<file path="config.mk">
export PLATFORM = sky130hd
export DESIGN_NAME = slave_port_pool_arbiter
export DESIGN_NICKNAME = d
export VERILOG_FILES = /design/src/logic/pool_arbiter_pkg.sv /design/src/logic/slave_port_pool_arbiter.sv
export VERILOG_INCLUDE_DIRS = /design/src /design/src/logic
export SDC_FILE = /design/constraint.sdc
export NUM_CORES = 1
export LEC_CHECK = 0
export ABC_AREA = 1
export BUFFER_PORTS_ARGS = -buffer_cell sky130_fd_sc_hd__buf_2
export CORE_MARGIN = 5
export CORE_UTILIZATION = 25
export CTS_CLUSTER_SIZE = 40
export DETAILED_ROUTE_END_ITERATION = 8
export PLACE_DENSITY = 0.52
export RECOVER_POWER = 25
export SLEW_MARGIN = 15
export SYNTH_ARGS = -nofsm -noshare
export SYNTH_HDL_FRONTEND = slang
export SYNTH_SLANG_ARGS = --single-unit
</file>
<file path="constraint.sdc">
create_clock -name sys_clk_i -period 4.9 [get_ports sys_clk_i]
set_input_delay 0.245 -clock sys_clk_i [delete_from_list [all_inputs] [get_ports sys_clk_i]]
set_output_delay 0.245 -clock sys_clk_i [all_outputs]
set_load 0.02 [all_outputs]
</file>
<file path="src/logic/pool_arbiter_params.svh">
// Purpose: Constants for the slave port pool arbiter
// Assumes: Four masters, four pool levels, 8-bit slot count
// Notes:   Masters 0 and 1 are the processor core masters
`ifndef POOL_ARBITER_PARAMS_SVH
`define POOL_ARBITER_PARAMS_SVH
`define NUM_MASTERS    4
`define LEVEL_LOW      2'h0
`define LEVEL_HIGH     2'h3
`define POOL_RESET     8'h0F
`define SLOT_RESET     8'hFF
`define CORE_MASTERS   2
`endif

</file>
<file path="src/logic/pool_arbiter_pkg.sv">
// Purpose: Types for the slave port pool arbiter
// Assumes: Widths match the params header
// Notes:   No constants live here, only types
`default_nettype none
package pool_arbiter_pkg;
  typedef logic [1:0] level_type;
  typedef logic [1:0] idx_type;
  typedef logic [7:0] slot_type;
  typedef logic [3:0] vec_type;
endpackage
`default_nettype wire

</file>
<file path="src/logic/slave_port_pool_arbiter.sv">
// Purpose: Per-slave arbiter of a multi-master crossbar with priority pools
// Assumes: Requests and access-end strobes are synchronous to sys_clk_i
// Notes:   Configuration arrives on plain ports, there is no register bus
// Function
// - Load slot counter per grant, count down
// - Expired counter rearbitrates at access end only
// - Always wait for current access to finish
// - Round-robin top and bottom, fixed elsewhere
// - Pool level overrides all but the last owner stepping aside
// - Non-core masters reset to level zero
// - Top pool fair round-robin, bounded latency
// - Larger level means higher priority
// - Any level combination is accepted
// - No repeat grant while others request
// - Back-to-back only for sole requester
`timescale 1ns/1ps
`default_nettype none
`include "pool_arbiter_params.svh"

module slave_port_pool_arbiter
(
  input  wire logic                       sys_clk_i,
  input  wire logic                       reset_i,
  input  wire pool_arbiter_pkg::vec_type  req_i,
  input  wire logic                       access_end_i,
  input  wire logic                       run_end_i,
  input  wire logic                       cfg_we_i,
  input  wire logic [7:0]                 cfg_level_i,
  input  wire pool_arbiter_pkg::slot_type cfg_slot_i,
  output logic [3:0]                      grant_o,
  output logic                            owner_valid_o,
  output logic                            slot_expired_o
);

  // ************************************************************
  // Configuration state
  // ************************************************************
  logic [7:0]                 master_pool_level;
  pool_arbiter_pkg::slot_type slot_config_reg;

  // ************************************************************
  // Arbitration state
  // ************************************************************
  pool_arbiter_pkg::idx_type  owner;
  logic                       have_last;
  pool_arbiter_pkg::idx_type  last_hi;
  pool_arbiter_pkg::idx_type  last_lo;
  pool_arbiter_pkg::slot_type slot_count;
  logic                       slot_armed;

  // ************************************************************
  // Selection helpers
  // ************************************************************
  // Round-robin: first candidate after the last winner of the pool
  function automatic pool_arbiter_pkg::idx_type rr_pick
  (
    input pool_arbiter_pkg::vec_type v,
    input pool_arbiter_pkg::idx_type last
  );
    pool_arbiter_pkg::idx_type j;
    pool_arbiter_pkg::idx_type r;
    logic                      found;
    r = last;
    found = 1'b0;
    for (int k = 1; k <= `NUM_MASTERS; k++)
    begin
      j = last + k[1:0];
      if (!found && v[j])
      begin
        r = j;
        found = 1'b1;
      end
    end
    return r;
  endfunction

  // Fixed order inside intermediate pools: lowest index wins
  function automatic pool_arbiter_pkg::idx_type fixed_pick
  (
    input pool_arbiter_pkg::vec_type v
  );
    pool_arbiter_pkg::idx_type r;
    r = 2'h0;
    for (int k = `NUM_MASTERS - 1; k >= 0; k--)
    begin
      if (v[k])
      begin
        r = k[1:0];
      end
    end
    return r;
  endfunction

  // Highest level among the eligible requesters
  function automatic pool_arbiter_pkg::level_type top_of
  (
    input pool_arbiter_pkg::vec_type v,
    input logic [7:0]                lv
  );
    pool_arbiter_pkg::level_type t;
    t = `LEVEL_LOW;
    for (int k = 0; k < `NUM_MASTERS; k++)
    begin
      if (v[k] && lv[2*k +: 2] > t)
      begin
        t = lv[2*k +: 2];
      end
    end
    return t;
  endfunction

  // ************************************************************
  // Decision logic
  // ************************************************************
  wire pool_arbiter_pkg::vec_type   last_onehot = have_last ? (4'h1 << owner) : 4'h0;
  wire pool_arbiter_pkg::vec_type   others      = req_i & ~last_onehot;
  // The previous owner steps aside whenever anyone else waits
  wire pool_arbiter_pkg::vec_type   elig        = (others != 4'h0) ? others : req_i;
  wire logic                        any_elig    = (elig != 4'h0);
  wire pool_arbiter_pkg::level_type top_level   = top_of(elig, master_pool_level);
  wire pool_arbiter_pkg::vec_type   cand;
  // Only the requesters of the winning pool compete further
  for (genvar g = 0; g < `NUM_MASTERS; g++)
  begin : g_cand
    assign cand[g] = elig[g] && (master_pool_level[2*g +: 2] == top_level);
  end
  wire logic is_high = (top_level == `LEVEL_HIGH);
  wire logic is_low  = (top_level == `LEVEL_LOW);
  wire pool_arbiter_pkg::idx_type winner =
    is_high ? rr_pick(cand, last_hi) :
    is_low  ? rr_pick(cand, last_lo) :
    fixed_pick(cand);

  // Rearbitrate only when idle or when the running access completes,
  // so a stuck access is never cut short
  wire logic rearb_point = !owner_valid_o ||
                           (access_end_i && (run_end_i || slot_expired_o));
  wire logic arb_fire    = rearb_point && any_elig;
  wire logic release_now = rearb_point && !any_elig && owner_valid_o;

  // ************************************************************
  // Slot counter
  // ************************************************************
  // Zero disables the limit: the counter never arms
  wire pool_arbiter_pkg::slot_type next_slot_count =
    arb_fire ? slot_config_reg :
    (slot_count != 8'h00) ? slot_count - 8'h01 : slot_count;
  wire logic next_slot_armed = arb_fire ? (slot_config_reg != 8'h00) :
                               (release_now ? 1'b0 : slot_armed);
  wire logic next_expired    = next_slot_armed && (next_slot_count == 8'h00);

  always_ff @(posedge sys_clk_i)
  begin
    if (reset_i)
    begin
      master_pool_level <= `POOL_RESET;
      slot_config_reg   <= `SLOT_RESET;
    end
    else if (cfg_we_i)
    begin
      master_pool_level <= cfg_level_i;
      slot_config_reg   <= cfg_slot_i;
    end
  end

  always_ff @(posedge sys_clk_i)
  begin
    if (reset_i)
    begin
      slot_count     <= 8'h00;
      slot_armed     <= 1'b0;
      slot_expired_o <= 1'b0;
    end
    else
    begin
      slot_count     <= next_slot_count;
      slot_armed     <= next_slot_armed;
      slot_expired_o <= next_expired;
    end
  end

  // ************************************************************
  // Grant registers
  // ************************************************************
  always_ff @(posedge sys_clk_i)
  begin
    if (reset_i)
    begin
      owner         <= 2'h0;
      have_last     <= 1'b0;
      owner_valid_o <= 1'b0;
      grant_o       <= 4'h0;
    end
    else if (arb_fire)
    begin
      owner         <= winner;
      have_last     <= 1'b1;
      owner_valid_o <= 1'b1;
      grant_o       <= 4'h1 << winner;
    end
    else if (release_now)
    begin
      owner_valid_o <= 1'b0;
      grant_o       <= 4'h0;
    end
  end

  // Each round-robin pool remembers its own last winner
  always_ff @(posedge sys_clk_i)
  begin
    if (reset_i)
    begin
      last_hi <= 2'h3;
      last_lo <= 2'h3;
    end
    else if (arb_fire && is_high)
    begin
      last_hi <= winner;
    end
    else if (arb_fire && is_low)
    begin
      last_lo <= winner;
    end
  end

  // ************************************************************
  // Assertions
  // ************************************************************
  wire pool_arbiter_pkg::level_type owner_level = master_pool_level[2*owner +: 2];

  property p_slot_load;
    @(posedge sys_clk_i) disable iff (reset_i)
    arb_fire |=> (slot_count == $past(slot_config_reg));
  endproperty
  a_slot_load: assert property (p_slot_load)
    else $error("slot counter not loaded on grant");

  property p_slot_dec;
    @(posedge sys_clk_i) disable iff (reset_i)
    (slot_count != 8'h00) && !arb_fire |=> (slot_count == $past(slot_count) - 8'h01);
  endproperty
  a_slot_dec: assert property (p_slot_dec)
    else $error("slot counter did not count down");

  property p_hold_access;
    @(posedge sys_clk_i) disable iff (reset_i)
    owner_valid_o && !access_end_i |=> $stable(grant_o) && owner_valid_o;
  endproperty
  a_hold_access: assert property (p_hold_access)
    else $error("grant moved before access end");

  property p_no_break_early;
    @(posedge sys_clk_i) disable iff (reset_i)
    (owner_valid_o && slot_expired_o && !access_end_i) [*2] |-> $stable(grant_o);
  endproperty
  a_no_break_early: assert property (p_no_break_early)
    else $error("expired slot broke an access in progress");

  property p_level_first;
    @(posedge sys_clk_i) disable iff (reset_i)
    arb_fire && !cfg_we_i |=> (owner_level == $past(top_level));
  endproperty
  a_level_first: assert property (p_level_first)
    else $error("granted master not in top requesting pool");

  property p_higher_wins;
    @(posedge sys_clk_i) disable iff (reset_i)
    arb_fire && elig[0] && elig[1] && !cfg_we_i &&
    (master_pool_level[1:0] > master_pool_level[3:2]) |=> !grant_o[1];
  endproperty
  a_higher_wins: assert property (p_higher_wins)
    else $error("lower level beat higher level");

  property p_reset_levels;
    @(posedge sys_clk_i)
    reset_i |=> (master_pool_level[7:4] == 4'h0);
  endproperty
  a_reset_levels: assert property (p_reset_levels)
    else $error("non-core master not in lowest pool after reset");

  property p_no_repeat;
    @(posedge sys_clk_i) disable iff (reset_i)
    arb_fire && (others != 4'h0) && have_last |=> (owner != $past(owner));
  endproperty
  a_no_repeat: assert property (p_no_repeat)
    else $error("same master granted twice while others wait");

  property p_sole_keeps;
    @(posedge sys_clk_i) disable iff (reset_i)
    arb_fire && have_last && (req_i == last_onehot) |=> (owner == $past(owner));
  endproperty
  a_sole_keeps: assert property (p_sole_keeps)
    else $error("sole requester lost back-to-back grant");

  property p_top_rr;
    @(posedge sys_clk_i) disable iff (reset_i)
    arb_fire && is_high && (cand != (4'h1 << last_hi)) |=> (owner != $past(last_hi));
  endproperty
  a_top_rr: assert property (p_top_rr)
    else $error("top pool did not rotate");

  property p_onehot;
    @(posedge sys_clk_i) disable iff (reset_i)
    $onehot0(grant_o) && (owner_valid_o == (grant_o != 4'h0));
  endproperty
  a_onehot: assert property (p_onehot)
    else $error("grant vector malformed");

  property p_low_share;
    @(posedge sys_clk_i) disable iff (reset_i)
    arb_fire && is_low && !cfg_we_i |=> (owner_level == `LEVEL_LOW);
  endproperty
  a_low_share: assert property (p_low_share)
    else $error("lowest pool share not granted");

  c_slot_break: cover property (@(posedge sys_clk_i) disable iff (reset_i)
    slot_expired_o && access_end_i && !run_end_i && (others != 4'h0));
  c_top_rotate: cover property (@(posedge sys_clk_i) disable iff (reset_i)
    arb_fire && is_high && ($countones(cand) > 1));
  c_inter_pool: cover property (@(posedge sys_clk_i) disable iff (reset_i)
    arb_fire && !is_high && !is_low);
  c_sole_again: cover property (@(posedge sys_clk_i) disable iff (reset_i)
    arb_fire && have_last && (req_i == last_onehot));

endmodule
`default_nettype wire

</file>
### After elaboration in Yosys (flattened, before gate mapping)

Index checks and enable logic that the tools add are counted.

* register bits: 38
* bits in latches: 0
* memory bits (writable): 0
* memory bits (read-only): 0
* bits of input ports: 25
* output and inout port bits: 6
* memories: 0

* add/subtract/negate cells: 7
* multiply operators: 0
* div/mod/pow operators: 0
* order comparisons: 12
* eq/ne operators: 5
* shift-type cells: 2
* mux-type cells: 50
* bitwise logic cells: 3
* reductions and logical operators: 39

Operators with widths (count)
* two-way mux 2 bit: 18
* less-than comparator 2 x 3 -> 1 bit (second input constant): 8
* logical AND 1 bit: 21
* two-way mux 1 bit: 18
* binary-select mux 1 bit (select 2 bit): 8
* two-way mux 4 bit: 4
* two-way mux 8 bit: 2
* nonzero test 8 bit: 2
* adder 2 bit (second input constant): 4
* equality test 2 bit: 4
* zero test 1 bit: 8
* zero test 8 bit: 1
* nonzero test 4 bit: 2
* << shifter 1 x 2 -> 4 bit (first input constant): 2
* subtractor 8 x 1 -> 8 bit (second input constant): 1
* greater-than comparator 2 bit: 3
* adder 2 x 1 -> 2 bit (second input constant): 2
* AND 4 bit: 1
* NOT 4 bit: 1
* equality test 2 bit (second input constant): 1
* greater-than comparator 2 x 1 -> 1 bit (second input constant): 1
* zero test 2 bit: 1
* logical OR 1 bit: 2
* AND reduction 2 bit: 1
* 2 further kinds: 2

### Longest topological paths before layout

* depth in word-level cells: 35
* mapped depth: 46

### Worst setup path after synthesis

No wires, ideal clock.

* path type: register to register
* from: register have_last
* to: register grant_o[1]
* arrival time: 4.423 ns
* slack: 0.344 ns
* cell stages (with the launch flop): 43
* path buffers: 0
* period minus slack after synthesis: 4.556 ns
* cells stage by stage: dfxtp_1 -> nand3_2 -> nand2_1 -> nand2_2 -> nor2_4 -> nand2_1 -> nand2_1 -> nor2_2 -> ha_1 -> a21oi_1 -> nand3_2 -> nand2_1 -> o21ai_2 -> ha_1 -> inv_1 -> a21oi_1 -> nor2_1 -> nand2_1 -> [7 not listed] -> inv_2 -> nand2_4 -> nand3_1 -> nand2_1 -> nor2_2 -> nand3_2 -> nand2_1 -> nand3_1 -> nand2_1 -> nand3_1 -> nand2_1 -> nand2_1 -> nor2_2 -> inv_1 -> nand2_2 -> nor2_1 -> nand2_1 -> a21oi_1

* cells in the longest elaborated chain, start to end: 34
* elaborated cells between the ends (all ways): 82
* classes of those cells: order compare: 3; eq/ne: 5; shift: 1; mux: 43; bitwise: 2; reduce/logical: 28

RTL lines
* start, declared: line slave_port_pool_arbiter.sv:45 `logic have_last;`
* start signal, assigned: line slave_port_pool_arbiter.sv:190 `have_last <= 1'b0;`
* start signal, assigned: line slave_port_pool_arbiter.sv:197 `have_last <= 1'b1;`
* two-way mux 4 bit (*): line slave_port_pool_arbiter.sv:115 `wire pool_arbiter_pkg::vec_type last_onehot = have_last ? (4'h1 << owner) : 4'h0;`
* NOT 4 bit (*): line slave_port_pool_arbiter.sv:116 `wire pool_arbiter_pkg::vec_type others = req_i & ~last_onehot;`
* AND 4 bit (*): line slave_port_pool_arbiter.sv:116
* nonzero test 4 bit: line slave_port_pool_arbiter.sv:118 `wire pool_arbiter_pkg::vec_type elig = (others != 4'h0) ? others : req_i;`
* two-way mux 4 bit (*): line slave_port_pool_arbiter.sv:118
* logical AND 1 bit: line slave_port_pool_arbiter.sv:104 `if (v[k] && lv[2*k +: 2] > t)`
* two-way mux 2 bit: line slave_port_pool_arbiter.sv:104
* greater-than comparator 2 bit: line slave_port_pool_arbiter.sv:104
* [18 not listed]
* two-way mux 1 bit: line slave_port_pool_arbiter.sv:68 `if (!found && v[j])`
* zero test 1 bit: line slave_port_pool_arbiter.sv:68
* logical AND 1 bit: line slave_port_pool_arbiter.sv:68
* two-way mux 2 bit: line slave_port_pool_arbiter.sv:68
* two-way mux 2 bit: line slave_port_pool_arbiter.sv:131 `is_low ? rr_pick(cand, last_lo) :`
* two-way mux 2 bit: line slave_port_pool_arbiter.sv:130 `is_high ? rr_pick(cand, last_hi) :`
* << shifter 1 x 2 -> 4 bit: line slave_port_pool_arbiter.sv:199 `grant_o <= 4'h1 << winner;`
* two-way mux 4 bit: line slave_port_pool_arbiter.sv:194 `else if (arb_fire)`
* end signal, assigned: line slave_port_pool_arbiter.sv:199
* end, declared: line slave_port_pool_arbiter.sv:30 `output logic [3:0] grant_o,`

Mark *: on every way between the ends. The rest lies on a longest branch, timed or not. The select of a mux whose other input is x is not followed.
A chain may end at the register's enable or synchronous reset.

### Worst setup path after layout

* from: register owner[1]
* to: register grant_o[2]

* cells in the longest elaborated chain, start to end: 35
* elaborated cells between the ends (all ways): 83
* classes of those cells: order compare: 3; eq/ne: 5; shift: 2; mux: 43; bitwise: 2; reduce/logical: 28

RTL lines
* start, declared: line slave_port_pool_arbiter.sv:44 `pool_arbiter_pkg::idx_type owner;`
* start signal, assigned: line slave_port_pool_arbiter.sv:196 `owner <= winner;`
* << shifter 1 x 2 -> 4 bit (*): line slave_port_pool_arbiter.sv:115
* two-way mux 4 bit (*): line slave_port_pool_arbiter.sv:115
* NOT 4 bit (*): line slave_port_pool_arbiter.sv:116
* AND 4 bit (*): line slave_port_pool_arbiter.sv:116
* nonzero test 4 bit: line slave_port_pool_arbiter.sv:118
* two-way mux 4 bit (*): line slave_port_pool_arbiter.sv:118
* logical AND 1 bit: line slave_port_pool_arbiter.sv:104
* two-way mux 2 bit: line slave_port_pool_arbiter.sv:104
* [19 not listed]
* two-way mux 1 bit: line slave_port_pool_arbiter.sv:68
* zero test 1 bit: line slave_port_pool_arbiter.sv:68
* logical AND 1 bit: line slave_port_pool_arbiter.sv:68
* two-way mux 2 bit: line slave_port_pool_arbiter.sv:68
* two-way mux 2 bit: line slave_port_pool_arbiter.sv:131
* two-way mux 2 bit: line slave_port_pool_arbiter.sv:130
* << shifter 1 x 2 -> 4 bit: line slave_port_pool_arbiter.sv:199
* two-way mux 4 bit: line slave_port_pool_arbiter.sv:194

Marked as above.

==> Flow_metrics.wiki <==
{| class="wikitable"
! Metric !! Value
|-
| Reg clk slew, reported paths || 0.09 ns
|-
| Worst path setup slack after routing || 0.0165 ns
|-
| Switching share of power || 49.2%
|-
| Syn nets || around 450
|-
| Cell occurring most often along the worst timing path || sky130_fd_sc_hd__nand2_2
|-
| Clock Skew || 0.0108 ns
|-
| Synth Area per Inst || around 6.5 um2
|-
| Internal power contribution || 989 uW
|-
| Worst path arrival time || 5.10 ns
|-
| Worst-case hold path end point || slot_config_reg[7]
|-
| Worst Max-Slew Pin Slew || 0.617 ns
|-
| Gate Count Post-Synth || 416
|-
| Worst-path cell with the longest stage delay || sky130_fd_sc_hd__dfxtp_4
|-
| Num rows || 37
|-
| Synth area leader || sky130_fd_sc_hd__dfxtp_1
|-
| Flops & latches, synth || 38
|-
| R2R Path Start || owner[1]
|-
| Initial antenna violation count || 0
|-
| Worst endpoint required time || 5.12 ns
|-
| Run status || finished, final reports clean
|-
| VDD IR max || 0.000158 V
|-
| Final worst-path cycle share || 99.7%
|-
| FFs w/ async S/R, synth || 0%
|-
| Reported net switching power || 957 uW
|-
| Sequential area share after synthesis || 28.3%
|-
| Root Buffer Master || sky130_fd_sc_hd__clkbuf_8
|-
| Clock Latency Late Sink || 0.29 ns
|-
| Critical Path Fanout Max || 8
|-
| Setup TNS Final || 0 ns
|-
| GR Overflow Total || 0
|-
| Total wirelength of the detailed-routed design || slightly above 8 mm
|-
| Synthesis-to-layout area growth || 34.0%
|-
| Cell variety after synth || 30
|-
| Share of total power in combinational logic || 62.9%
|-
| WHS || 0.163 ns
|-
| PwrDens || 541 nW/um2
|-
| Largest buffer count on any clock path || 2
|-
| Headroom to the max-slew limit || 58.9%
|-
| Crit-path max cell delay || between 0.3 and 0.4 ns
|-
| Pin count of the biggest net entering global routing || 31
|-
| First-pass GRT wire length || 12.6 mm
|-
| Final Wtd Congestion || 0.878
|-
| Area inside the core boundary || 10400 um2
|-
| Number of failing hold endpoints at the final stage || 0
|-
| Vias per Instance || around 5
|-
| Reported max-cap violation count || 0
|-
| Min Clock Period, post-route || 4.88 ns
|-
| Total via count in the routed design || 2932
|-
| Die area || 12900 um2
|-
| Share of layout cells above drive strength 1 || 34.8%
|-
| Library cell with the highest instance count after synthesis || sky130_fd_sc_hd__nand2_1
|-
| IO Count || 31
|-
| Number of buffers added by the clock tree synthesis step || 5
|-
| Count of flip-flops with a built-in enable after synthesis || 0
|-
| Worst Path Class, Setup || flip-flop to flip-flop
|-
| Element type at the critical path start || flip-flop
|-
| Total number of H-tree levels || 2
|-
| Leakage component of the power || 1.65 nW
|-
| Total instance count after detailed placement || 582
|-
| Dpl ws || -0.167 ns
|-
| Unrepaired setup endpoints after global routing || yes
|-
| Post-synth top area share || 28.3%
|-
| Power Total || roughly 2 mW
|-
| IO buf count || 30
|-
| RR Endpoint || grant_o[2]
|-
| R2R Setup Slk || 0.02 ns
|-
| Sequential share of power || 22.7%
|-
| Cell area after synthesis || 2690 um2
|-
| Initial core utilization || roughly a quarter
|-
| Final cell count without fillers || 602
|-
| Via count of the first global-routing pass || 2757
|-
| Die outline width || 114 um
|-
| CTS tree || done
|-
| Hold path depth || 3
|-
| Ys flop type || sky130_fd_sc_hd__dfxtp_1
|-
| Largest cells by area after synthesis || sky130_fd_sc_hd__dfxtp_1 (28%), sky130_fd_sc_hd__nand2_1 (12%), sky130_fd_sc_hd__nand3_1 (8.9%)
|-
| Critical Path Sink Type || flip-flop
|-
| DRC viols || 0
|-
| Num Clock Sinks || 38
|-
| Number of pins with negative max-slew slack in the final report || 0
|-
| Initial DRC Count || 150
|-
| Clk network pwr share || 14.4%
|-
| Number of diodes || 0
|-
| Cell count of the worst reg-to-reg path || 40
|-
| Post-detailed-placement cell area || 3040 um2
|-
| Class of the most critical hold timing path || input pin to flip-flop
|-
| Achievable Freq || a little over 200 MHz
|-
| Global-route usage over all layers || 11.9%
|-
| Count of endpoints failing setup in the final report || 0
|-
| Die H || ~110 um
|-
| Number of routed nets with antenna violations || 0
|-
| Layout net count || 498
|-
| Total iterations of the first detailed-routing run || 4
|-
| Final Instance Area || 3600 um2
|-
| Util after Layout || 34.5%
|-
| Count of warnings emitted by yosys || 0
|-
| Most used standard cells in the synthesized netlist || sky130_fd_sc_hd__nand2_1 (86), sky130_fd_sc_hd__inv_1 (51), sky130_fd_sc_hd__nand3_1 (48)
|-
| Hold path startpoint || cfg_slot_i[7]
|-
| Hpwl dp || 5.90 mm
|-
| WL/cell || 13.5 um
|}
layer usage:
layer | global-route usage [%] | part of all wire (%) | up-vias | wire [um]
li1 | - | - | 1509 | -
met1 | 14.4 | 44 | 1362 | 3580
met2 | 21.6 | 51 | 55 | 4150
met3 | 2.18 | 3.9 | 6 | 314
met4 | 2.88 | 0.87 | 0 | 71
met5 | 0 | 0 | - | 0
how the worst max path moves through the flow:
stage	start	endpoint	slack (ns)	cells after the start
2_1_floorplan	have_last	grant_o[1]	0.34	42
3_3_place_gp	owner[0]	grant_o[0]	0.06	39
3_5_place_dp	owner[0]	grant_o[0]	-0.17	39
4_1_cts	owner[0]	grant_o[0]	0.005	39
5_1_grt	owner[1]	grant_o[2]	-0.27	40
6_report	owner[1]	grant_o[2]	0.02	40
logic make-up after synthesis:
kind of cell / synth area share, %
buf+inv: 8.71
compound gates: 16.0
xor+xnor: 1.30
fa+ha+maj: 3.26
simple gates: 42.4
flops: 28.3
layout make-up:
| class | instances | area (um2) |
|---|---|---|
| fillers | 1140 | 6820 |
| well taps | 136 | 170 |
| clock inverters | 1 | 30.0 |
| flip-flops and latches | 38 | 772 |
| inverters | 52 | 203 |
| repair buffers | 53 | 327 |
| clock buffers | 6 | 82.6 |
| multi-input cells | 316 | 2010 |
power by group through the flow:
stage	logic, mW	clock network (mW)	registers [mW]
finish	1.22	0.280	0.443
global route	1.36	0.302	0.451
CTS	0.995	0.287	0.425
detailed placement	0.974	0	0.430
global placement	0.956	0	0.431
floorplan	0.755	0	0.413
cell usage in the layout, fill, tap and decap left out, drive strengths merged, types with 2 or more instances in the layout:
cell    count
a21oi      37
buf        53
clkbuf      6
dfxtp      38
ha          7
inv        52
nand2     102
nand3      59
nand4      27
nor2       35
o211ai      3
o21ai      36
o21bai      2
xor2        3
worst max-delay path, delay by kind of cell, from the launching register on:
family                   cells  cell delay [ns]
flip-flops                   1             0.39
AND/OR/NAND/NOR             26             2.72
buffers and inverters        5             0.33
adder cells (fa/ha/maj)      3             0.56
AO/OA/AOI/OAI                6             0.77
repair_timing:
item	in CTS	in global routing
pin swaps	3	59
hold buffers	0	0
setup buffers	0	13
endpoints found under the setup margin	10	10
hold endpoints to repair	0	0
resized for setup	9	78
Power figures use the tool's default switching activity.
